==> config.mk <==
export PLATFORM = sky130hd
export DESIGN_NAME = acs_top
export DESIGN_NICKNAME = d
export VERILOG_FILES = /design/src/acs_pkg.sv /design/src/acs_div_if.sv /design/src/acs_trig_sync.sv /design/src/acs_clkdiv.sv /design/src/acs_top.sv
export SDC_FILE = /design/constraint.sdc
export NUM_CORES = 1
export LEC_CHECK = 0
export BUFFER_PORTS_ARGS = -buffer_cell sky130_fd_sc_hd__buf_2
export CAP_MARGIN = 20
export CELL_PAD_IN_SITES_DETAIL_PLACEMENT = 0
export CELL_PAD_IN_SITES_GLOBAL_PLACEMENT = 1
export CORE_MARGIN = 2
export CORE_UTILIZATION = 46
export CTS_BUF_LIST = sky130_fd_sc_hd__clkbuf_16
export DETAILED_ROUTE_END_ITERATION = 7
export GPL_TIMING_DRIVEN = 0
export PLACE_DENSITY = 0.91
export SLEW_MARGIN = 20
export SYNTH_ARGS = -nofsm -noshare
export SYNTH_HDL_FRONTEND = slang
export SYNTH_SLANG_ARGS = --single-unit
==> constraint.sdc <==
create_clock -name clk -period 2.9 [get_ports clk]
set_clock_uncertainty 0.05 [all_clocks]
set_input_delay 0.29 -clock clk [delete_from_list [all_inputs] [get_ports clk]]
set_output_delay 0.29 -clock clk [all_outputs]
set_load 0.005 [all_outputs]
==> src/acs_pkg.sv <==
// Constants, register map and types of the converter sequencer control
package acs_pkg;
   // Register offsets (byte addresses)
   localparam logic [7:0] OFS_CMD = 8'h00;
   localparam logic [7:0] OFS_GEN = 8'h04;
   localparam logic [7:0] OFS_CFG = 8'h08;
   localparam logic [7:0] OFS_WARM = 8'h0c;
   localparam logic [7:0] OFS_MODE = 8'h10;
   localparam logic [7:0] OFS_SCAN_LO = 8'h18;
   localparam logic [7:0] OFS_SCAN_HI = 8'h1c;
   localparam logic [7:0] OFS_STAT = 8'h2c;
   // Reset values
   localparam logic [31:0] RST_CMD = 32'h0000_0000;
   localparam logic [31:0] RST_GEN = 32'h0000_0001;
   localparam logic [31:0] RST_CFG = 32'h0000_0100;
   localparam logic [31:0] RST_WARM = 32'h0000_000f;
   localparam logic [31:0] RST_ZERO = 32'h0000_0000;
   // Writable bits per register
   localparam logic [31:0] MSK_GEN = 32'h0000_3f3f;
   localparam logic [31:0] MSK_CFG = 32'h001f_ff1f;
   localparam logic [31:0] MSK_WARM = 32'h0000_003f;
   localparam logic [31:0] MSK_MODE = 32'h0000_0400;
   localparam logic [31:0] MSK_ALL = 32'hffff_ffff;
   // Field positions
   localparam int CMD_GO = 0;
   localparam int CMD_BLK_RST = 1;
   localparam int CMD_CLK_RST = 2;
   localparam int GEN_EN = 1;
   localparam int GEN_FAST_INV = 3;
   localparam int GEN_SLOW_INV = 4;
   localparam int GEN_CAL = 5;
   localparam int GEN_DIV_LSB = 8;
   localparam int CFG_TRIG_LSB = 0;
   localparam int CFG_TRIG_EN = 4;
   localparam int CFG_CONT = 8;
   localparam int CFG_FMT = 9;
   localparam int CFG_CAL_REF = 10;
   localparam int CFG_CAL_CLR = 11;
   localparam int CFG_CAL_SRC = 12;
   localparam int CFG_AVG_LSB = 13;
   localparam int CFG_SCAN_LSB = 16;
   localparam int CFG_PWR = 20;
   localparam int WARM_LSB = 0;
   localparam int WARM_BYP = 5;
   localparam int MODE_DIFF = 10;
   // Timing: one microsecond, rounded up to whole clocks
   localparam int CLK_PERIOD_NS = 40;
   localparam int US_NS = 1000;
   localparam int US_CYCLES = (US_NS + CLK_PERIOD_NS - 1) / CLK_PERIOD_NS;
   localparam logic [4:0] US_LAST = 5'(US_CYCLES - 1);
   localparam logic [2:0] AVG_MAX = 3'h4;
   // Sequencer states
   typedef enum logic [1:0] {S_IDLE, S_WARM, S_REQ, S_WAIT} acs_state_t;
endpackage

==> src/acs_div_if.sv <==
// Control link between the register file and the analog clock divider
`timescale 1ns/1ps
interface acs_div_if;
   logic [5:0] ratio;
   logic restart;
   logic tick;
   modport ctl (output ratio, output restart, input tick);
   modport div (input ratio, input restart, output tick);
endinterface

==> src/acs_trig_sync.sv <==
// Three-stage synchronisers for the external trigger levels
`timescale 1ns/1ps
module acs_trig_sync import acs_pkg::*; (
   // Clock and reset
   input wire logic clk,
   input wire logic rst_b,
   // Levels in and filtered levels out
   input wire logic [3:0] lvl_in,
   output logic [3:0] lvl_out
);
   genvar i;
   // Output follows only once stages two and three agree
   for (i = 0; i < 4; i++) begin : g_bit
      logic s1_q, s2_q, s3_q, o_q, o_d;
      always_comb begin
         o_d = (s2_q == s3_q) ? s3_q : o_q;
      end
      always_ff @(posedge clk or negedge rst_b) begin
         if (!rst_b) begin
            s1_q <= 1'b0;
            s2_q <= 1'b0;
            s3_q <= 1'b0;
            o_q <= 1'b0;
         end else begin
            s1_q <= lvl_in[i];
            s2_q <= s1_q;
            s3_q <= s2_q;
            o_q <= o_d;
         end
      end
      assign lvl_out[i] = o_q;
   end
endmodule

==> src/acs_clkdiv.sv <==
// Programmable divider that makes the analog clock enable pulse
`timescale 1ns/1ps
module acs_clkdiv import acs_pkg::*; (
   // Clock and reset
   input wire logic clk,
   input wire logic rst_b,
   // Control link
   acs_div_if.div dif
);
   logic [5:0] cnt_q, cnt_d, lim;
   logic tick_q, tick_d;

   // Codes 0 and 1 both divide by one
   always_comb begin
      lim = (dif.ratio < 6'h02) ? 6'h01 : dif.ratio;
      cnt_d = cnt_q + 6'h01;
      tick_d = 1'b0;
      if (dif.restart) begin
         cnt_d = 6'h00;
      end else if (cnt_q + 6'h01 >= lim) begin
         cnt_d = 6'h00;
         tick_d = 1'b1;
      end
   end

   always_ff @(posedge clk or negedge rst_b) begin
      if (!rst_b) begin
         cnt_q <= 6'h00;
         tick_q <= 1'b0;
      end else begin
         cnt_q <= cnt_d;
         tick_q <= tick_d;
      end
   end
   assign dif.tick = tick_q;

   ////////////////////////////////////////////////////////////////////////////
   // Checks
   div_by_one_a: assert property (@(posedge clk) disable iff (!rst_b)
      (dif.ratio < 6'h02 && !dif.restart) |=> dif.tick)
      else $error("divide-by-one missed a tick");
   div_gap_a: assert property (@(posedge clk) disable iff (!rst_b)
      (dif.tick && dif.ratio > 6'h02 && $stable(dif.ratio)) |=> !dif.tick)
      else $error("divider ticked too soon");
endmodule

==> src/acs_top.sv <==
// Converter sequencer control: Avalon register file, power, warm-up and scan
`timescale 1ns/1ps
module acs_top import acs_pkg::*; (
   // Clock and reset
   input wire logic clk,
   input wire logic rst_b,
   // Avalon-MM slave
   input wire logic [7:0] avs_address,
   input wire logic avs_read,
   input wire logic avs_write,
   input wire logic [31:0] avs_writedata,
   input wire logic [3:0] avs_byteenable,
   output logic [31:0] avs_readdata,
   output logic avs_waitrequest,
   // Analog core control
   output logic an_clk_en,
   output logic slow_analog_clock_invert,
   output logic fast_analog_clock_invert,
   output logic bias_ref_on,
   output logic conv_req,
   output logic [3:0] slot_input_select,
   output logic diff_mode,
   input wire logic sample_done,
   input wire logic [15:0] sample_data,
   // Calibration
   output logic cal_req,
   input wire logic cal_done,
   output logic cal_data_clear,
   output logic cal_use_user,
   output logic cal_ext_vref,
   output logic format_unsigned,
   // Result stream
   output logic fifo_clear,
   output logic result_valid,
   output logic [15:0] result_data,
   output logic [3:0] result_slot,
   // External triggers
   input wire logic [3:0] trig_in,
   output logic data_valid
);
   ////////////////////////////////////////////////////////////////////////////
   // Declarations
   acs_div_if dif ();
   logic [3:0] trig_lvl;
   logic ack_q, ack_d;
   logic [31:0] rdata_q, rdata_d;
   logic go_q, go_d;
   logic [31:0] gen_q, gen_d, cfg_q, cfg_d, warm_q, warm_d, mode_q, mode_d;
   logic [31:0] scan_lo_q, scan_lo_d, scan_hi_q, scan_hi_d;
   logic blk_q, blk_d, crst_q, crst_d, fclr_q, fclr_d, cclr_q, cclr_d;
   logic bias_q, bias_d;
   logic wr, go_evt;
   logic [31:0] wd, be_m;
   acs_state_t st_q, st_d;
   logic [4:0] usc_q, usc_d, us_q, us_d;
   logic [3:0] slot_q, slot_d, avg_q, avg_d;
   logic [19:0] acc_q, acc_d, sum;
   logic [15:0] res_q, res_d;
   logic [3:0] rslot_q, rslot_d;
   logic rv_q, rv_d;
   logic [2:0] avg_sh;
   logic [3:0] avg_last, scan_len, trig_sel;
   logic trig_ok, en, req_now;

   ////////////////////////////////////////////////////////////////////////////
   // Submodules
   acs_clkdiv u_div (
      .clk (clk),
      .rst_b (rst_b),
      .dif (dif)
   );
   acs_trig_sync u_sync (
      .clk (clk),
      .rst_b (rst_b),
      .lvl_in (trig_in),
      .lvl_out (trig_lvl)
   );
   assign dif.ratio = gen_q[GEN_DIV_LSB +: 6];
   assign dif.restart = crst_q;

   ////////////////////////////////////////////////////////////////////////////
   // Bus slave: one wait cycle, the write lands on the released edge
   assign avs_waitrequest = (avs_read | avs_write) & ~ack_q;
   assign wr = avs_write & ack_q;
   assign wd = avs_writedata;
   assign be_m = {{8{avs_byteenable[3]}}, {8{avs_byteenable[2]}},
                  {8{avs_byteenable[1]}}, {8{avs_byteenable[0]}}};
   assign go_evt = wr && avs_address == OFS_CMD && avs_byteenable[0] && wd[CMD_GO];

   function automatic logic [31:0] merge(input logic [31:0] old,
                                         input logic [31:0] val,
                                         input logic [31:0] m);
      return (old & ~m) | (val & m);
   endfunction

   // Read mux, unmapped addresses answer zero
   always_comb begin
      ack_d = (avs_read | avs_write) & ~ack_q;
      rdata_d = rdata_q;
      if (avs_read && !ack_q) begin
         case (avs_address)
            OFS_CMD: rdata_d = {31'h0, go_q};
            OFS_GEN: rdata_d = gen_q;
            OFS_CFG: rdata_d = cfg_q;
            OFS_WARM: rdata_d = warm_q;
            OFS_MODE: rdata_d = mode_q;
            OFS_SCAN_LO: rdata_d = scan_lo_q;
            OFS_SCAN_HI: rdata_d = scan_hi_q;
            OFS_STAT: rdata_d = {24'h0, slot_q, bias_q, gen_q[GEN_CAL],
                                 st_q == S_WARM, st_q != S_IDLE};
            default: rdata_d = 32'h0;
         endcase
      end
   end

   ////////////////////////////////////////////////////////////////////////////
   // Register file next values
   always_comb begin
      go_d = go_q;
      gen_d = gen_q;
      cfg_d = cfg_q;
      warm_d = warm_q;
      mode_d = mode_q;
      scan_lo_d = scan_lo_q;
      scan_hi_d = scan_hi_q;
      blk_d = 1'b0;
      crst_d = 1'b0;
      cclr_d = 1'b0;
      fclr_d = go_evt;
      // Hardware clears the calibration bit; a same-cycle write to GEN wins
      if (cal_done) begin
         gen_d[GEN_CAL] = 1'b0;
      end
      if (wr) begin
         case (avs_address)
            OFS_CMD: begin
               if (avs_byteenable[0]) begin
                  go_d = wd[CMD_GO];
                  blk_d = wd[CMD_BLK_RST];
                  crst_d = wd[CMD_CLK_RST];
               end
            end
            OFS_GEN: gen_d = merge(gen_q, wd, be_m & MSK_GEN);
            OFS_CFG: begin
               cfg_d = merge(cfg_q, wd, be_m & MSK_CFG);
               cclr_d = avs_byteenable[1] & wd[CFG_CAL_CLR];
            end
            OFS_WARM: warm_d = merge(warm_q, wd, be_m & MSK_WARM);
            OFS_MODE: mode_d = merge(mode_q, wd, be_m & MSK_MODE);
            OFS_SCAN_LO: scan_lo_d = merge(scan_lo_q, wd, be_m & MSK_ALL);
            OFS_SCAN_HI: scan_hi_d = merge(scan_hi_q, wd, be_m & MSK_ALL);
            default: ;
         endcase
      end
      // Power mode selects whether conversions must be running
      bias_d = gen_q[GEN_EN] & (cfg_q[CFG_PWR] | go_q);
   end

   // Block reset clears every control register, the divider included
   always_ff @(posedge clk or negedge rst_b) begin
      if (!rst_b) begin
         ack_q <= 1'b0;
         rdata_q <= RST_ZERO;
         go_q <= RST_CMD[CMD_GO];
         gen_q <= RST_GEN;
         cfg_q <= RST_CFG;
         warm_q <= RST_WARM;
         mode_q <= RST_ZERO;
         scan_lo_q <= RST_ZERO;
         scan_hi_q <= RST_ZERO;
         blk_q <= 1'b0;
         crst_q <= 1'b0;
         fclr_q <= 1'b0;
         cclr_q <= 1'b0;
         bias_q <= 1'b0;
      end else if (blk_q) begin
         ack_q <= ack_d;
         rdata_q <= rdata_d;
         go_q <= RST_CMD[CMD_GO];
         gen_q <= RST_GEN;
         cfg_q <= RST_CFG;
         warm_q <= RST_WARM;
         mode_q <= RST_ZERO;
         scan_lo_q <= RST_ZERO;
         scan_hi_q <= RST_ZERO;
         blk_q <= 1'b0;
         crst_q <= 1'b1;
         fclr_q <= 1'b1;
         cclr_q <= 1'b0;
         bias_q <= 1'b0;
      end else begin
         ack_q <= ack_d;
         rdata_q <= rdata_d;
         go_q <= go_d;
         gen_q <= gen_d;
         cfg_q <= cfg_d;
         warm_q <= warm_d;
         mode_q <= mode_d;
         scan_lo_q <= scan_lo_d;
         scan_hi_q <= scan_hi_d;
         blk_q <= blk_d;
         crst_q <= crst_d;
         fclr_q <= fclr_d;
         cclr_q <= cclr_d;
         bias_q <= bias_d;
      end
   end

   ////////////////////////////////////////////////////////////////////////////
   // Static outputs toward the analog core
   assign avs_readdata = rdata_q;
   assign an_clk_en = dif.tick;
   assign slow_analog_clock_invert = gen_q[GEN_SLOW_INV];
   assign fast_analog_clock_invert = gen_q[GEN_FAST_INV];
   assign bias_ref_on = bias_q;
   assign cal_req = gen_q[GEN_CAL];
   assign cal_data_clear = cclr_q;
   assign cal_use_user = cfg_q[CFG_CAL_SRC];
   assign cal_ext_vref = cfg_q[CFG_CAL_REF];
   assign format_unsigned = cfg_q[CFG_FMT];
   assign diff_mode = mode_q[MODE_DIFF];
   assign fifo_clear = fclr_q;

   ////////////////////////////////////////////////////////////////////////////
   // Sequencer decode
   assign en = gen_q[GEN_EN];
   assign scan_len = cfg_q[CFG_SCAN_LSB +: 4];
   assign trig_sel = cfg_q[CFG_TRIG_LSB +: 4];
   // Reserved trigger codes never open the gate
   assign trig_ok = !cfg_q[CFG_TRIG_EN] ||
                    (trig_sel < 4'h4 && trig_lvl[trig_sel[1:0]]);
   assign req_now = st_q == S_REQ && dif.tick && trig_ok;
   assign conv_req = req_now;
   // Reserved averaging codes are clamped to sixteen samples
   assign avg_sh = (cfg_q[CFG_AVG_LSB +: 3] > AVG_MAX) ? AVG_MAX
                   : cfg_q[CFG_AVG_LSB +: 3];
   assign avg_last = 4'((5'h01 << avg_sh) - 5'h01);
   assign sum = acc_q + {4'h0, sample_data};
   // Slot code comes from the two scan registers
   assign slot_input_select = slot_q[3] ? scan_hi_q[slot_q[2:0] * 4 +: 4]
                                        : scan_lo_q[slot_q[2:0] * 4 +: 4];

   // Warm-up, request, sample accumulate and scan advance
   always_comb begin
      st_d = st_q;
      usc_d = usc_q;
      us_d = us_q;
      slot_d = slot_q;
      avg_d = avg_q;
      acc_d = acc_q;
      res_d = res_q;
      rslot_d = rslot_q;
      rv_d = 1'b0;
      case (st_q)
         S_IDLE: ;
         S_WARM: begin
            usc_d = usc_q + 5'h01;
            if (usc_q == US_LAST) begin
               usc_d = 5'h00;
               us_d = us_q + 5'h01;
               if (us_q == warm_q[WARM_LSB +: 5]) begin
                  st_d = S_REQ;
               end
            end
         end
         S_REQ: begin
            if (req_now) begin
               st_d = S_WAIT;
            end
         end
         S_WAIT: begin
            if (sample_done) begin
               acc_d = sum;
               avg_d = avg_q + 4'h1;
               st_d = S_REQ;
               if (avg_q == avg_last) begin
                  res_d = 16'(sum >> avg_sh);
                  rslot_d = slot_q;
                  rv_d = 1'b1;
                  acc_d = 20'h0;
                  avg_d = 4'h0;
                  slot_d = slot_q + 4'h1;
                  if (slot_q == scan_len) begin
                     slot_d = 4'h0;
                     if (!cfg_q[CFG_CONT]) begin
                        st_d = S_IDLE;
                     end
                  end
               end
            end
         end
         default: st_d = S_IDLE;
      endcase
      // A go write restarts the scan from its first slot
      if (go_evt && en) begin
         st_d = warm_q[WARM_BYP] ? S_REQ : S_WARM;
         usc_d = 5'h00;
         us_d = 5'h00;
         slot_d = 4'h0;
         avg_d = 4'h0;
         acc_d = 20'h0;
      end else if (!go_q || !en) begin
         st_d = S_IDLE;
      end
   end

   always_ff @(posedge clk or negedge rst_b) begin
      if (!rst_b) begin
         st_q <= S_IDLE;
         usc_q <= 5'h00;
         us_q <= 5'h00;
         slot_q <= 4'h0;
         avg_q <= 4'h0;
         acc_q <= 20'h0;
         res_q <= 16'h0;
         rslot_q <= 4'h0;
         rv_q <= 1'b0;
      end else if (blk_q) begin
         st_q <= S_IDLE;
         usc_q <= 5'h00;
         us_q <= 5'h00;
         slot_q <= 4'h0;
         avg_q <= 4'h0;
         acc_q <= 20'h0;
         res_q <= 16'h0;
         rslot_q <= 4'h0;
         rv_q <= 1'b0;
      end else begin
         st_q <= st_d;
         usc_q <= usc_d;
         us_q <= us_d;
         slot_q <= slot_d;
         avg_q <= avg_d;
         acc_q <= acc_d;
         res_q <= res_d;
         rslot_q <= rslot_d;
         rv_q <= rv_d;
      end
   end
   assign result_valid = rv_q;
   assign result_data = res_q;
   assign result_slot = rslot_q;
   assign data_valid = rv_q & cfg_q[CFG_TRIG_EN];

   ////////////////////////////////////////////////////////////////////////////
   // Checks; the warm-up counter is helper logic for them only
   logic [9:0] wcnt_q;
   always_ff @(posedge clk or negedge rst_b) begin
      if (!rst_b) begin
         wcnt_q <= 10'h0;
      end else begin
         wcnt_q <= (st_q == S_WARM) ? wcnt_q + 10'h1 : 10'h0;
      end
   end

   go_clears_fifo_a: assert property (@(posedge clk) disable iff (!rst_b)
      (go_evt && !blk_q) |=> fifo_clear)
      else $error("go write did not clear the fifo");
   block_reset_a: assert property (@(posedge clk) disable iff (!rst_b)
      blk_q |=> (gen_q == RST_GEN && cfg_q == RST_CFG && st_q == S_IDLE))
      else $error("block reset left state behind");
   cal_autoclear_a: assert property (@(posedge clk) disable iff (!rst_b)
      (cal_done && !wr && !blk_q) |=> !cal_req)
      else $error("calibration bit not cleared");
   bias_mode0_a: assert property (@(posedge clk) disable iff (!rst_b)
      (!cfg_q[CFG_PWR] && !go_q && !blk_q) |=> !bias_ref_on)
      else $error("bias on without conversions in mode zero");
   bias_mode1_a: assert property (@(posedge clk) disable iff (!rst_b)
      (cfg_q[CFG_PWR] && en && $stable(cfg_q) && $stable(gen_q) && !blk_q) |=> bias_ref_on)
      else $error("bias off in mode one");
   warm_length_a: assert property (@(posedge clk) disable iff (!rst_b)
      (st_q == S_WARM && st_d == S_REQ && !go_evt) |->
         wcnt_q == 10'((warm_q[4:0] + 10'h1) * US_CYCLES - 1))
      else $error("warm-up length wrong");
   warm_bypass_a: assert property (@(posedge clk) disable iff (!rst_b)
      (go_evt && en && warm_q[WARM_BYP] && !blk_q) |=> st_q == S_REQ)
      else $error("bypass did not skip warm-up");
   trig_gate_a: assert property (@(posedge clk) disable iff (!rst_b)
      (conv_req && cfg_q[CFG_TRIG_EN]) |-> trig_lvl[trig_sel[1:0]])
      else $error("conversion without trigger level");
   scan_wrap_a: assert property (@(posedge clk) disable iff (!rst_b)
      (rv_d && slot_q == scan_len && !go_evt) ##1 (st_q != S_IDLE) |-> slot_q == 4'h0)
      else $error("scan did not wrap at its length");
   one_shot_a: assert property (@(posedge clk) disable iff (!rst_b)
      (rv_d && slot_q == scan_len && !cfg_q[CFG_CONT] && !go_evt && !blk_q)
         |=> st_q == S_IDLE ##1 !conv_req)
      else $error("one-shot scan kept converting");

   run_cover_c: cover property (@(posedge clk) disable iff (!rst_b)
      st_q == S_WARM ##[1:900] result_valid);
   trig_cover_c: cover property (@(posedge clk) disable iff (!rst_b)
      data_valid);
   cal_cover_c: cover property (@(posedge clk) disable iff (!rst_b)
      cal_req ##1 cal_done ##1 !cal_req);
endmodule

==> results of run 1 <==
[metrics by stage]
| stage | cell area (um^2) | TNS (ns) | util | cells |
|---|---|---|---|---|
| after CTS | 14200 | 0 | 0.560 | 1790 |
| final | 14400 | 0 | 0.570 | 1799 |
| after global routing | 14400 | -0.195 | 0.570 | 1799 |
| after detailed placement | 13100 | -2.27 | 0.517 | 1716 |
| after floorplan | 11900 | 0 | - | 1245 |
| after global placement | 13000 | -529.93 | 0.515 | 1714 |
[metal layers]
metal	GRT usage	share of wire
met1	0.389	0.43
met2	0.424	0.45
met3	0.0539	0.087
met4	0.0798	0.032
met5	0	0
[registers in the layout, summed over array words and instances, names as in the netlist, 5 cells and up]
| name | cells |
|---|---|
| acc_q | 20 |
| scan_lo_q | 32 |
| warm_q | 6 |
| result_data | 16 |
| usc_q | 5 |
| scan_hi_q | 32 |
| avs_readdata | 32 |
| cfg_q | 18 |
| us_q | 5 |
| gen_q | 12 |
| u_div.cnt_q | 6 |
[worst paths after layout]
check / from / endpoint / slack, ns / depth (start not counted)
hold reg to reg: u_sync.g_bit[2].s1_q$_DFF_PN0_ / u_sync.g_bit[2].s2_q$_DFF_PN0_ / 0.31 / 0
setup / recovery: acc_q[0]$_DFFE_PN0P_ / result_data[12]$_DFFE_PN0P_ / 0.03 / 11
min in group asynchronous: rst_b / u_sync.g_bit[2].s1_q$_DFF_PN0_ / 0.22 / 2
hold / removal: avs_writedata[1] / scan_lo_q[1]$_DFFE_PN0P_ / 0.007 / 3
max in group asynchronous: rst_b / slot_q[0]$_DFFE_PN0P_ / 1.37 / 4
setup reg to reg: acc_q[0]$_DFFE_PN0P_ / result_data[12]$_DFFE_PN0P_ / 0.03 / 11
[worst reg2reg max path: cells and delay by family, from the launching register on]
kind	cells	cell delay (ns)
simple gates	1	0.05
fa+ha+maj	2	0.55
xor+xnor	1	0.19
flops	1	0.40
buf+inv	1	0.18
compound gates	6	1.31
[final cells by class]
type | instances | area share
tap | 330 | 0.0286
clock buffer | 25 | 0.0434
sequential | 224 | 0.389
multi-input combinational | 923 | 0.425
inverter | 20 | 0.00520
timing repair buffer | 180 | 0.0779
buffer | 77 | 0.0227
clock inverter | 20 | 0.00789
[what timing repair did]
action | CTS | global route
hold buffers | 28 | 0
endpoints found under the setup margin | 28 | 15
gates cloned | 0 | 0
pin swaps | 3 | 6
hold endpoints to repair | 105 | 0
resized for setup | 15 | 37
setup buffers | 2 | 9
[logic make-up (layout without fill, tap and decap cells)]
family                   Yosys count  after routing
AO/OA/AOI/OAI                    320            320
XOR/XNOR                          36             36
AND/OR/NAND/NOR                  474            474
multiplexers                      56             56
flip-flops                       224            224
adder cells (fa/ha/maj)           37             37
buffers and inverters             98            322
[Yosys cell counts, types with 14 or more instances]
| library cell | number |
|---|---|
| clkbuf_1 | 65 |
| a21oi_1 | 139 |
| nand3_1 | 59 |
| mux2i_1 | 29 |
| a222oi_1 | 23 |
| nor2_1 | 111 |
| mux4_2 | 23 |
| dfrtp_1 | 218 |
| ha_1 | 32 |
| and3_1 | 16 |
| a21o_1 | 14 |
| nand2_1 | 193 |
| inv_1 | 18 |
| xnor2_1 | 16 |
| nor3_1 | 21 |
| xor2_1 | 20 |
| a31oi_1 | 20 |
| o21ai_0 | 32 |
| a22oi_1 | 20 |
[placed cells by master (no fill, tap or decap), types with 12 or more instances in the layout]
cell type and n:
dfrtp_1 217, nand2_1 193, buf_2 145, a21oi_1 137, nor2_1 110, clkbuf_1 61, nand3_1 58, o21ai_0 32
mux2i_1 29, dlygate4sd3_1 28, ha_1 27, clkbuf_16 25, inv_1 24, mux4_2 23, a222oi_1 23, nor3_1 21
a22oi_1 20, a31oi_1 19, xor2_1 16, and3_1 16, a21o_1 14, xnor2_1 12, buf_4 12
[where the power goes]
group          total, mW  internal (mW)  switching, mW
clock               2.93           1.64           1.28
combinational      0.713          0.301          0.413
sequential          3.35           3.26         0.0956
==> impl_metrics.tcl, run 1 <==
set metrics [dict create \
    htree_levels 1 \
    nFillCells 2223 \
    hold_violations 0 \
    synthCells 1245 \
    maxCapViolations 0 \
    syn_area_per_cell_um2 9.58 \
    cts_buffers 25 \
    cp_top_family "compound AO/OA/AOI/OAI gates" \
    core-area_um2 25300 \
    critical_path.startpoint_type "flip-flop" \
    synth_nets 1348 \
    synth_compound_area_frac 0.179 \
    via_count 10900 \
    hpwl_um 26700 \
    ys_async_sr_fraction 1.00 \
    synth_edf_count 0 \
    rows 58 \
    post-route-min-period_ns 2.87 \
    crit_chain "ha_2 -> fa_2 -> a211oi_2 -> o211a_1 -> o21bai_2 -> a31oi_2 -> xor2_2 -> buf_4 -> nor2_1 -> a211oi_1 -> o31ai_2" \
    run_status "completed" \
    antenna_found_initial 0 \
    synthToLayoutAreaGrowth_pct 20.9 \
    ys_ff_latch 224 \
    synth_ff_type "dfrtp_1" \
    die_w_um 165 \
    grt_overflow 0 \
    synth_top_cell_by_area "dfrtp_1" \
    ant_nets 0 \
    synth_fa_ha_area_frac 0.0386 \
    p_leak_nw 6.45 \
    synth-warning-count 0 \
    die_area_um2 27200 \
    wire_per_inst_um 20.9 \
    hold_ws_ns 0.00715 \
    crit_slowest_cell "dfrtp_1" \
    synth_top_area_share 0.457 \
    ys_top_cells_by_area "dfrtp_1 (46%), nand2_1 (6.1%), a21oi_1 (5.8%)" \
    end_kind "flip-flop" \
    synthXorXnorAreaFrac 0.0264 \
    area.sequential_um2 5610 \
    cts.clk_slew.worst_paths_ns 0.07 \
    via_per_inst 6.08 \
    worstPathArrival_ns 3.20 \
    grt_usage 0.273 \
    multi_input_area_um2 6130 \
    synth.mux.area_fraction 0.0715 \
    irDropWorstVdd_uv 418 \
    maxSlewViolCount 0 \
    diodes 0 \
    cp_slowest_stage_delay_ns 0.40 \
    synthSimpleGateAreaFrac 0.182 \
    ys_types 79 \
    cp.buffers_inverters 1 \
    fin_crit_sh 0.989 \
    clock_latency_ns 0.53 \
    netlist_area_um2 11900 \
    dr.pass1.iters 7 \
    synth_top_family_by_area "simple AND/OR/NAND/NOR gates" \
    cp_max_fo 5 \
    wirelength_um 37600 \
    start_util 0.471 \
    critical_path_class "flip-flop to flip-flop" \
    drc 0 \
    rsz0062_at_grt "yes" \
    min_path_type "input pin to flip-flop" \
    port_buffers 139 \
    fp.dieH_um 165 \
    pre_cts_slack_ns -0.281 \
    finalWorstSetupSlack_ns 0.0305 \
    root_buffer "clkbuf_16" \
    fmax_mhz 348 \
    setup_viol 0 \
    finalNetCount 1554 \
    grt_max_degree 93 \
    clk_path_buf_depth 3 \
    drive_gt1_frac 0.191 \
    ios 141 \
    grt_pass1_wl_um 57700 \
    critical_path_required_ns 3.23 \
    maxSlewHeadroom 0.270 \
    drtIter0Drc 1506 \
    tightest_slew_ns 1.09 \
    grt_pass1_vias 10200 \
    p_total_mw 6.99 \
    p_per_area_nw_per_um2 485 \
    cts_sinks 224 \
    yosysSeqAreaShare 0.470 \
    tritoncts "yes" \
    gp_congestion 0.896 \
]
No activity file was read; power rests on OpenSTA's default activity.
==> run 2: changes to the inputs <==
--- a/config.mk
+++ b/config.mk
@@ -10,11 +10,11 @@
 export CELL_PAD_IN_SITES_DETAIL_PLACEMENT = 0
 export CELL_PAD_IN_SITES_GLOBAL_PLACEMENT = 1
 export CORE_MARGIN = 2
-export CORE_UTILIZATION = 46
+export CORE_UTILIZATION = 30
 export CTS_BUF_LIST = sky130_fd_sc_hd__clkbuf_16
 export DETAILED_ROUTE_END_ITERATION = 7
 export GPL_TIMING_DRIVEN = 0
-export PLACE_DENSITY = 0.91
+export PLACE_DENSITY = 0.67
 export SLEW_MARGIN = 20
 export SYNTH_ARGS = -nofsm -noshare
 export SYNTH_HDL_FRONTEND = slang
==> run 2 against run 1 <==
Compared with the run above:
- the flow now finishes with violations (setup timing)
- non-clock buffer count grew 10
- sequential power is essentially flat
- hold slack gained 0.012 ns
- critical path type unchanged
==> impl_metrics.tcl, run 2 (synthesis results as in run 1) <==
set metrics [dict create \
    final_common_cell "dfrtp_1" \
    ant_nets 0 \
    critical_path_required_ns 3.23 \
    hold_ws_ns 0.0196 \
    finalNetCount 1565 \
    rsz0062_at_grt "yes" \
    core-area_um2 39500 \
    drtIter0Drc 983 \
    clock_latency_ns 0.55 \
    clk_path_buf_depth 3 \
    worstPathArrival_ns 3.24 \
    hold_violations 0 \
    gp_congestion 0.863 \
    critical_path_class "flip-flop to flip-flop" \
    grt_overflow 0 \
    end_kind "flip-flop" \
    grt_pass1_wl_um 63600 \
    fp.dieH_um 203 \
    cts_sinks 224 \
    setup_viol 1 \
    dr.pass1.iters 7 \
    min_from "avs_writedata[10]" \
    drc 0 \
    via_per_inst 5.31 \
    via_count 10600 \
    cts.clk_slew.worst_paths_ns 0.06 \
    critical_path.startpoint_type "flip-flop" \
    cts_buffers 26 \
    finish.instance_area_um2 14800 \
    finalWorstSetupSlack_ns -0.0121 \
    maxSlewViolCount 0 \
    grt_usage 0.199 \
    drive_gt1_frac 0.197 \
    die_w_um 203 \
    fmax_mhz 343 \
    irDropWorstVdd_uv 372 \
    post-route-min-period_ns 2.91 \
    start_util 0.302 \
    tritoncts "yes" \
    antenna_found_initial 1 \
    wirelength_um 41600 \
    p_leak_nw 6.55 \
    min_path_type "input pin to flip-flop" \
    final_cell_mix "dfrtp_1 (216), nand2_1 (193), buf_2 (145), a21oi_1 (137), nor2_1 (110)" \
    hpwl_um 30400 \
    rows 73 \
    p_per_area_nw_per_um2 493 \
    maxCapViolations 0 \
    synthToLayoutAreaGrowth_pct 24.3 \
    grt_pass1_vias 10400 \
    placed_area_um2 13400 \
    cp_max_fo 4 \
    tightest_slew_ns 0.998 \
    diodes 0 \
    reg2reg_from "acc_q[0]$_DFFE_PN0P_" \
    fin_crit_sh 1.00 \
    startpoint "acc_q[0]$_DFFE_PN0P_" \
    run_status "finished, violations left" \
    maxSlewHeadroom 0.329 \
    htree_levels 1 \
    root_buffer "clkbuf_16" \
    port_buffers 139 \
    pre_cts_slack_ns -0.431 \
    die_area_um2 41400 \
    ios 141 \
    violations "setup timing" \
    wire_per_inst_um 20.8 \
    p_total_mw 7.31 \
    grt_max_degree 86 \
]
==> run 2: worst max-delay path, stage by stage (launching register included) <==
cell	delay, ns
dfrtp_1	0.38
ha_2	0.19
fa_2	0.35
a211oi_2	0.24
o211a_1	0.26
nor2_2	0.07
o41ai_4	0.41
xnor2_2	0.17
mux4_2	0.49
nand3_2	0.09
a21oi_2	0.06
==> run 2: final timing paths <==
| kind | endpoint | slack [ns] | cells after the start |
|---|---|---|---|
| worst min-delay path | scan_lo_q[10]$_DFFE_PN0P_ | 0.02 | 3 |
| min in group asynchronous | u_div.cnt_q[2]$_DFF_PN0_ | 0.22 | 2 |
| worst max register to register | result_data[10]$_DFFE_PN0P_ | -0.01 | 10 |
| max in group asynchronous | slot_q[0]$_DFFE_PN0P_ | 1.70 | 3 |
| worst max-delay path | result_data[10]$_DFFE_PN0P_ | -0.01 | 10 |
| worst min register to register | u_sync.g_bit[3].s2_q$_DFF_PN0_ | 0.30 | 0 |
==> run 2: timing repair <==
action,in CTS,in global routing
pin swaps,8,10
setup endpoints to repair,32,37
resized for setup,25,28
endpoints found under the hold margin,130,0
hold buffers,35,0
setup buffers,5,10
==> run 2: layer usage <==
layer | vias up | global-route usage | part of all wire
met5 | - | 0 | 0.00026
met4 | 2 | 0.0487 | 0.021
met3 | 56 | 0.0391 | 0.070
met2 | 365 | 0.314 | 0.46
met1 | 5267 | 0.280 | 0.45
li1 | 4942 | - | -
==> run 2: final cells by class <==
type,count,area (um^2)
flip-flops and latches,224,5620
repair buffers,191,1220
inverters,20,75.1
well taps,525,657
clock inverters,19,169
fillers,4009,24600
clock buffers,26,651
multi-input cells,923,6120
plain buffers,76,329
==> run 2: metrics by stage <==
stage	utilization	std cells	TNS (ns)
3_3_place_gp	0.337	1909	-599.91
6_report	0.376	2004	-0.0121
5_1_grt	0.376	2004	-0.200
4_1_cts	0.371	1996	-0.0138
2_1_floorplan	-	1245	0
3_5_place_dp	0.338	1911	-5.21
==> run 2: where the power goes <==
group / switching, mW / internal (mW) / leakage, nW
clock: 1.34 / 1.88 / 0.427
combinational: 0.426 / 0.306 / 3.18
sequential: 0.100 / 3.26 / 2.94
